### src/hdl/parallel_port_map.vh
// Register map, field positions and reset values of the parallel port control block
`ifndef PARALLEL_PORT_MAP_VH
`define PARALLEL_PORT_MAP_VH

// ============================================================
// Register offsets
`define PPC_CTRL_ADDR 4'h0
`define PPC_STAT_ADDR 4'h1
`define PPC_ADDR_W 4

// ============================================================
// Control register field positions
`define PPC_EN_BIT 15
`define PPC_SIDL_BIT 13
`define PPC_MUX_HI 12
`define PPC_MUX_LO 11
`define PPC_BE_EN_BIT 10
`define PPC_WR_EN_BIT 9
`define PPC_RD_EN_BIT 8
`define PPC_CSF_HI 7
`define PPC_CSF_LO 6
`define PPC_ALP_BIT 5
`define PPC_CHIP_SELECT1_POLARITY_BIT 3
`define PPC_BEP_BIT 2
`define PPC_WRSP_BIT 1
`define PPC_RDSP_BIT 0

// ============================================================
// Write mask, reset value and codes
`define PPC_WMASK 16'hbfef
`define PPC_RESET 16'h0000
`define PPC_MUX_SEP 2'h0
`define PPC_MUX_LOW8 2'h1
`define PPC_MUX_FULL 2'h2
`define PPC_CSF_CS1 2'h2

`endif

### src/hdl/parallel_master_port_control.v
// Control register and pin function logic of the parallel master port
`include "parallel_port_map.vh"

module parallel_master_port_control (
    input wire clk,
    input wire rst_b,
    input wire [`PPC_ADDR_W-1:0] reg_addr,
    input wire [15:0] reg_wdata,
    input wire reg_wr,
    input wire reg_rd,
    output reg [15:0] reg_rdata,
    input wire idle_mode,
    input wire access_req,
    input wire access_write,
    input wire cs_assert,
    input wire latch_assert,
    input wire be_assert,
    output wire port_active,
    output wire [1:0] addr_data_mux_select,
    output wire addr_on_data_low,
    output wire addr_on_data_high,
    output wire cs_is_address,
    output wire access_grant,
    output wire byte_enable_pin_out,
    output wire byte_enable_pin_oe_b,
    output wire write_enable_strobe_pin_out,
    output wire write_enable_strobe_pin_oe_b,
    output wire read_rw_strobe_pin_out,
    output wire read_rw_strobe_pin_oe_b,
    output wire chip_select1_pin_out,
    output wire chip_select1_pin_oe_b,
    output wire addr_latch_low_pin_out,
    output wire addr_latch_low_pin_oe_b
);

    reg [15:0] parallel_port_control_ff;
    reg [15:0] nxt_rdata;
    wire port_enable;
    wire stop_in_idle;
    wire [1:0] chip_select_function;
    wire mux_reserved;
    wire cs1_sel;
    wire latch_used;
    wire strobe_read;
    wire strobe_write;

    // ============================================================
    // Control register
    // Writes keep only implemented bits; reset clears everything
    always @(posedge clk or negedge rst_b) begin
        if (!rst_b) begin
            parallel_port_control_ff <= `PPC_RESET;
        end else if (reg_wr && reg_addr == `PPC_CTRL_ADDR) begin
            parallel_port_control_ff <= reg_wdata & `PPC_WMASK;
        end
    end

    // ============================================================
    // Read path: data stands in the cycle after the read strobe
    always @* begin
        nxt_rdata = 16'h0000;
        case (reg_addr)
            `PPC_CTRL_ADDR: nxt_rdata = parallel_port_control_ff & `PPC_WMASK;
            `PPC_STAT_ADDR: nxt_rdata = {13'h0000, mux_reserved, access_grant, port_active};
            default: nxt_rdata = 16'h0000;
        endcase
    end

    // Read data register, zero outside read answers
    always @(posedge clk or negedge rst_b) begin
        if (!rst_b) begin
            reg_rdata <= 16'h0000;
        end else if (reg_rd) begin
            reg_rdata <= nxt_rdata;
        end else begin
            reg_rdata <= 16'h0000;
        end
    end

    // ============================================================
    // Field decode
    assign port_enable = parallel_port_control_ff[`PPC_EN_BIT];
    assign stop_in_idle = parallel_port_control_ff[`PPC_SIDL_BIT];
    assign addr_data_mux_select = parallel_port_control_ff[`PPC_MUX_HI:`PPC_MUX_LO];
    assign chip_select_function = parallel_port_control_ff[`PPC_CSF_HI:`PPC_CSF_LO];

    // Port runs when enabled, unless idle with stop-in-idle set
    assign port_active = port_enable && !(stop_in_idle && idle_mode);
    assign access_grant = port_active && access_req;

    // Multiplexing layout flags
    assign mux_reserved = (addr_data_mux_select == 2'h3);
    assign addr_on_data_low = (addr_data_mux_select == `PPC_MUX_LOW8) ||
                              (addr_data_mux_select == `PPC_MUX_FULL);
    assign addr_on_data_high = (addr_data_mux_select == `PPC_MUX_FULL);

    // Chip-select pin is chip select only at code 10, else an address line
    assign cs1_sel = (chip_select_function == `PPC_CSF_CS1);
    assign cs_is_address = !cs1_sel;
    // Address latch is used only when the address is multiplexed
    assign latch_used = addr_on_data_low;

    assign strobe_write = access_grant && access_write;
    assign strobe_read = access_grant && !access_write;

    // ============================================================
    // Pin slots; every strobe-type pin has its own polarity and enable stage
    localparam NUM_PINS = 5;
    localparam PIN_BE = 0;
    localparam PIN_WR = 1;
    localparam PIN_RD = 2;
    localparam PIN_CS = 3;
    localparam PIN_AL = 4;

    wire [NUM_PINS-1:0] pin_enable;
    wire [NUM_PINS-1:0] pin_active_high;
    wire [NUM_PINS-1:0] pin_assert;
    wire [NUM_PINS-1:0] pin_level;
    wire [NUM_PINS-1:0] pin_oe_b;

    // A pin is driven only while the port runs and its own function is on
    assign pin_enable[PIN_BE] = port_active && parallel_port_control_ff[`PPC_BE_EN_BIT];
    assign pin_enable[PIN_WR] = port_active && parallel_port_control_ff[`PPC_WR_EN_BIT];
    assign pin_enable[PIN_RD] = port_active && parallel_port_control_ff[`PPC_RD_EN_BIT];
    assign pin_enable[PIN_CS] = port_active && cs1_sel;
    assign pin_enable[PIN_AL] = port_active && latch_used;

    // Polarity per pin, set means active-high
    assign pin_active_high[PIN_BE] = parallel_port_control_ff[`PPC_BEP_BIT];
    assign pin_active_high[PIN_WR] = parallel_port_control_ff[`PPC_WRSP_BIT];
    assign pin_active_high[PIN_RD] = parallel_port_control_ff[`PPC_RDSP_BIT];
    // Address-line use forces pass-through, so the polarity bit has no effect there
    assign pin_active_high[PIN_CS] = parallel_port_control_ff[`PPC_CHIP_SELECT1_POLARITY_BIT] ||
                                     !cs1_sel;
    assign pin_active_high[PIN_AL] = parallel_port_control_ff[`PPC_ALP_BIT] ||
                                     !latch_used;

    // Asserted states wanted by the core, only while an access is granted
    assign pin_assert[PIN_BE] = access_grant && be_assert;
    assign pin_assert[PIN_WR] = strobe_write;
    assign pin_assert[PIN_RD] = strobe_read;
    assign pin_assert[PIN_CS] = access_grant && cs_assert;
    assign pin_assert[PIN_AL] = access_grant && latch_assert;

    // One polarity and enable stage per pin
    genvar pin_idx;
    generate
        for (pin_idx = 0; pin_idx < NUM_PINS; pin_idx = pin_idx + 1) begin : g_pin
            pin_polarity u_stage (
                .enable(pin_enable[pin_idx]),
                .active_high(pin_active_high[pin_idx]),
                .assert_in(pin_assert[pin_idx]),
                .level_out(pin_level[pin_idx]),
                .oe_b(pin_oe_b[pin_idx])
            );
        end
    endgenerate

    // Pin outputs taken from their slots
    assign byte_enable_pin_out = pin_level[PIN_BE];
    assign byte_enable_pin_oe_b = pin_oe_b[PIN_BE];
    assign write_enable_strobe_pin_out = pin_level[PIN_WR];
    assign write_enable_strobe_pin_oe_b = pin_oe_b[PIN_WR];
    assign read_rw_strobe_pin_out = pin_level[PIN_RD];
    assign read_rw_strobe_pin_oe_b = pin_oe_b[PIN_RD];
    assign chip_select1_pin_out = pin_level[PIN_CS];
    assign chip_select1_pin_oe_b = pin_oe_b[PIN_CS];
    assign addr_latch_low_pin_out = pin_level[PIN_AL];
    assign addr_latch_low_pin_oe_b = pin_oe_b[PIN_AL];

endmodule

### src/hdl/pin_polarity.v
// Polarity and enable stage for one strobe-type output pin
module pin_polarity (
    input wire enable,
    input wire active_high,
    input wire assert_in,
    output wire level_out,
    output wire oe_b
);

    // ============================================================
    // Level is the asserted state mapped through the polarity bit
    assign level_out = active_high ? assert_in : ~assert_in;
    // Pin driven only when enabled (oe_b low means driving)
    assign oe_b = ~enable;

endmodule

### config.mk
export PLATFORM = sky130hd
export DESIGN_NAME = parallel_master_port_control
export DESIGN_NICKNAME = d
export VERILOG_FILES = /design/src/hdl/parallel_master_port_control.v /design/src/hdl/pin_polarity.v
export VERILOG_INCLUDE_DIRS = /design/src /design/src/hdl
export SDC_FILE = /design/constraint.sdc
export NUM_CORES = 1
export LEC_CHECK = 0
export ABC_CLOCK_PERIOD_IN_PS = 1800
export BUFFER_PORTS_ARGS = -buffer_cell sky130_fd_sc_hd__buf_2
export CAP_MARGIN = 20
export CORE_ASPECT_RATIO = 1.75
export CORE_MARGIN = 1.5
export CORE_UTILIZATION = 48
export DETAILED_ROUTE_END_ITERATION = 10
export PLACE_DENSITY = 0.88
export SLEW_MARGIN = 20
export SYNTH_ARGS = -nofsm -noshare
export SYNTH_HDL_FRONTEND = slang
export SYNTH_SLANG_ARGS = --single-unit
### constraint.sdc
create_clock -name clk -period 1.8 [get_ports clk]
set_input_delay 0.09 -clock clk [delete_from_list [all_inputs] [get_ports clk]]
set_output_delay 0.09 -clock clk [all_outputs]
set_load 0.02 [all_outputs]
After elaboration in Yosys (flattened, before gate mapping)
Index checks and enable logic that the tools add are counted. Widths: inputs -> output; s select.

Word-level logic and storage cells: 46. Output and inout port bits: 33. Register bits after elaboration: 30. Input port bits: 30.

Reductions and logical operators: 22. Eq/ne operators: 5. Bitwise gates (word level): 10. Multiplexer cells: 7.

Operator list (number): $pmux 16 s2 (1); $mux 16 (1); $logic_and 1x1->1 (14); $not 1->1 (10); $eq 2x2->1 const B (3); $mux 1 (5); $eq 4x1->1 const B (1); $logic_not 1->1 (4); $logic_not 4->1 (1); $logic_or 1x1->1 (3); $eq 2x1->1 const B (1).

Logic depth before layout (Yosys ltp)
Word-level depth: 7. Gate-level depth with buffers: 4. Depth with buffers taken out: 4.

Cells and area by module
A second synthesis with hierarchy kept.

Cell total of the unflattened synthesis: 101. Area total of the unflattened synthesis: 1308.8 um^2.

By module, submodules not included: parallel_master_port_control (times used 1, sequential area each 700.7 um^2, cells an instance 91, area an instance 1246.2 um^2); pin_polarity (times used 5, sequential area each 0.0 um^2, cells an instance 2, area an instance 12.5 um^2).

Worst setup path before layout
No wires, ideal clock.

Kind: register to output. Start: register parallel_port_control_ff[13]. End: output port chip_select1_pin_out. Arrival time: 1.329 ns. Data required time: 1.710 ns. Stages on the path, launching flop included: 5. Setup slack: 0.381 ns. Path buffers: 1. Cell sequence: dfrtp_1 a21boi_2 buf_2 nand3_1 xnor2_1.

Longest elaborated chain between the ends: 7.

RTL lines: start: declaration (RTL line parallel_master_port_control.v:36) `reg [15:0] parallel_port_control_ff;`; start signal: assignment (RTL line parallel_master_port_control.v:52) `` parallel_port_control_ff <= `PPC_RESET; ``; start signal: assignment (RTL line parallel_master_port_control.v:54) `` parallel_port_control_ff <= reg_wdata & `PPC_WMASK; ``; $logic_and 1x1->1 (*) (RTL line parallel_master_port_control.v:88) `assign port_active = port_enable && !(stop_in_idle && idle_mode);`; $logic_not 1->1 (*) (RTL line parallel_master_port_control.v:88); $logic_and 1x1->1 (*) (RTL line parallel_master_port_control.v:88); named net port_active (RTL line parallel_master_port_control.v:18) `output wire port_active,`; $logic_and 1x1->1 (*) (RTL line parallel_master_port_control.v:89) `assign access_grant = port_active && access_req;`; $logic_and 1x1->1 (*) (RTL line parallel_master_port_control.v:142) `assign pin_assert[PIN_CS] = access_grant && cs_assert;`; $not 1->1 (RTL line pin_polarity.v:12) `assign level_out = active_high ? assert_in : ~assert_in;`; $mux 1 (*) (RTL line pin_polarity.v:12); end: declaration (RTL line parallel_master_port_control.v:30) `output wire chip_select1_pin_out,`.

Mark *: on every way through the listed nets, which the timed path passes. The rest lies on a longest branch.

Worst setup path after layout
Start: register parallel_port_control_ff[13]. End: output port write_enable_strobe_pin_out.

Longest elaborated chain between the ends: 7.

RTL lines: $logic_and 1x1->1 (*) (RTL line parallel_master_port_control.v:88); $logic_not 1->1 (*) (RTL line parallel_master_port_control.v:88); $logic_and 1x1->1 (*) (RTL line parallel_master_port_control.v:88); $logic_and 1x1->1 (*) (RTL line parallel_master_port_control.v:89); $logic_and 1x1->1 (*) (RTL line parallel_master_port_control.v:103) `assign strobe_write = access_grant && access_write;`; $not 1->1 (RTL line pin_polarity.v:12); $mux 1 (*) (RTL line pin_polarity.v:12); end: declaration (RTL line parallel_master_port_control.v:26) `output wire write_enable_strobe_pin_out,`.

Every way passes the cells marked *; elsewhere a longest branch is shown, timed or not.

==> summary.txt <==
Clock network
  – Clock Path Buffers: 2
  – CTS tree: built
  – H-tree Lvls: 1
  – Post-CTS Setup Repair Bufs: 0
  – CTS Sinks: 28
  – CTS Buf Count: 3
  – Clk_lat worst skew: 0.28 ns
  – Clock Pin Slew Worst Setup and Hold Paths: 0.10 ns
  – Clk root buf: clkbuf_8

STA
  – Setup TNS: 0 ns
  – Final period utilization: 88.74%
  – Max Fclk: 626.0 MHz
  – Setup Skew: 0.003980 ns
  – Slew headroom: 57.90%
  – Max Slew Vio Count: 0
  – Final Hold Vio Count: 0
  – Endpoints failing setup: 0
  – RSZ-0062 raised after global routing: false
  – Setup ws final: 0.2027 ns
  – Worst-margin pin slew: 0.6314 ns
  – Tmin final: 1.597 ns

Logic synthesis
  – Count leader, synth: dfrtp_1
  – Synth area leaders: dfrtp_1 55%, mux2_4 12%, and2_1 5.4%
  – Cell taking the most area after synthesis: dfrtp_1
  – Post-synth top area share: 55.28%
  – Synth Cell Area: 1267 um2
  – Syn. warnings: 0
  – Post-synth top flop: dfrtp_1
  – Seq/Total Area, Yosys: 55.28%
  – Asr flop ratio synth: 100.0%
  – EDFF count, synth: 0
  – Synth cell types: 24
  – Avg Inst Size Synth: 13.20 um2
  – Flop and latch count out of synthesis: 28
  – Synth top cells by count: 28 x dfrtp_1, 11 x and2_1, 10 x mux2_4
  – Cells after Synth: 96

Layout
  – # diodes: 0
  – Area occupied by multi-input gates: 513.0 um2
  – Fin nets: 187
  – Reg area: 700.7 um2
  – Area Overhead vs Synth: 28.83%
  – Fill cell count: 203
  – Share of cells above drive strength 1: 52.60%

Floorplanning
  – DIE HEIGHT: 70.98 um
  – Initial Util: 50.85%
  – Die Footprint: 2970 um2
  – Die outline width: 41.85 um
  – Core Rows: 24
  – Core area: 2492 um2
  – IO Pins: 63

Critical path
  – Worst setup path class: flop to output pin
  – CP Launch Type: flop
  – Worst Setup SP: parallel_port_control_ff[13]$_DFFE_PN0P_
  – Crit-path max FO: 9
  – R2R Path Start: parallel_port_control_ff[13]$_DFFE_PN0P_
  – Critical Path RT: 1.71 ns
  – CP Capture Type: output pin
  – WP data arrival: 1.51 ns

Global routing
  – First-pass GRT wire length: 4.547 mm
  – Initial antenna violation count: 0
  – Total GRT Usage: 20.07%
  – Largest net degree at the start of global routing: 29
  – Overflow after GRT: 0
  – Vias in the first global route: 978

Min path
  – Hold Path Origin: reg_wdata[15]
  – Worst Hold Class: primary input to flop

Detailed routing
  – DRT iter0 DRCs: 7
  – Post-route ant nets: 0
  – WL per Instance: 15.11 um
  – Final wirelength: 2.719 mm
  – 1st-pass router iterations: 3
  – DRC: 0
  – Routed vias/inst: 5.017
  – Vias: 903

Power and ir drop
  – Maximum vdd drop: 651.0 uV
  – PwrDens: 1115 nW/um2
  – Leakage Power: 0.9065 nW

Flow run
  – Max_cap viols: 0

Placed design
  – Global placer's final weighted congestion: 0.7615
  – Port Buf Inserts: 58
  – Post-Place Setup Slack: 0.3291 ns
  – Detail Placement HPWL: 2.071 mm

Run status
  – Outcome: finished, final reports clean
-- cell type report --
class	instances	area share, %
Inverter	2	0.4598
Multi-Input combinational cell	60	31.42
Timing Repair Buffer	60	18.85
Sequential cell	28	42.91
Tap cell	26	1.992
Clock inverter	1	1.839
Clock buffer	3	2.529
-- what timing repair did --
action	CTS	global route
gates resized for setup	0	1
endpoints found under the setup margin	0	3
hold buffers	1	0
endpoints found under the hold margin	28	0
-- registers in the layout, summed over array words and instances (netlist names) --
| register | count |
|---|---|
| parallel_port_control_ff | 14 |
| reg_rdata | 14 |
-- worst max-delay path: stages (launching register included) --
cell	delay (ns)
dfrtp_1	0.45
a21boi_4	0.27
nand3_1	0.14
xor2_1	0.17
buf_2	0.20
-- power breakdown --
| part | switching, mW | internal [mW] | total (mW) |
|---|---|---|---|
| clock | 0.202 | 0.298 | 0.500 |
| sequential | 0.0721 | 0.706 | 0.779 |
| combinational | 0.299 | 0.243 | 0.542 |
| total | 0.573 | 1.25 | 1.82 |
-- cell usage in the layout (no fill, tap or decap), drive strengths merged --
cell type and instances:
mux2i 2, nand2 4, a21boi 1, nand3 5, xnor2 2, and2 11, bufinv 1, conb 2
ha 2, buf 59, nor3 2, nand2b 2, dfrtp 28, xor2 3, inv 2, or4b 1
dlygate4sd3 1, clkbuf 3, mux2 14, nand3b 3, a21oi 1, nor2 5
-- per-layer routing --
| layer | GRT usage (%) | vias to the layer above | wire [um] |
|---|---|---|---|
| met1 | 22.84 | 440 | 1033 |
| met5 | 0 | - | 0 |
| met3 | 3.061 | 6 | 120 |
| met2 | 36.11 | 32 | 1510 |
| li1 | - | 425 | - |
| met4 | 8.961 | 0 | 55 |
-- worst paths after layout --
check / to / slack, ns / cells after the start
min in group asynchronous: reg_rdata[1]$_DFF_PN0_ / 0.35 / 2
setup reg to reg: reg_rdata[1]$_DFF_PN0_ / 0.70 / 3
max in group asynchronous: reg_rdata[13]$_DFF_PN0_ / 1.03 / 2
hold / removal: parallel_port_control_ff[15]$_DFFE_PN0P_ / 0.03 / 2
setup / recovery: write_enable_strobe_pin_out / 0.20 / 4
hold reg to reg: reg_rdata[3]$_DFF_PN0_ / 0.52 / 1
-- cell families after synthesis --
family                   synth area share, %
other                                 0.2959
AO/OA/AOI/OAI                          1.283
flip-flops                             55.28
XOR/XNOR                               3.456
adder cells (fa/ha/maj)                1.974
buffers and inverters                  5.133
AND/OR/NAND/NOR                        15.60
multiplexers                           16.98
-- metrics by stage --
step / util, % / instance area [um2] / hold slack [ns] / std cells / total power, mW
2_1_floorplan: - / 1271 / -0.2056 / 97 / 1.146
3_3_place_gp: 61.95 / 1544 / 0.1122 / 175 / 1.297
6_report: 65.51 / 1633 / 0.03401 / 180 / 1.820
3_5_place_dp: 61.95 / 1544 / 0.1342 / 175 / 1.324
5_1_grt: 65.51 / 1633 / 0.02251 / 180 / 1.901
4_1_cts: 65.21 / 1625 / 0.03626 / 180 / 1.815
(Power assumes the default switching activity.)
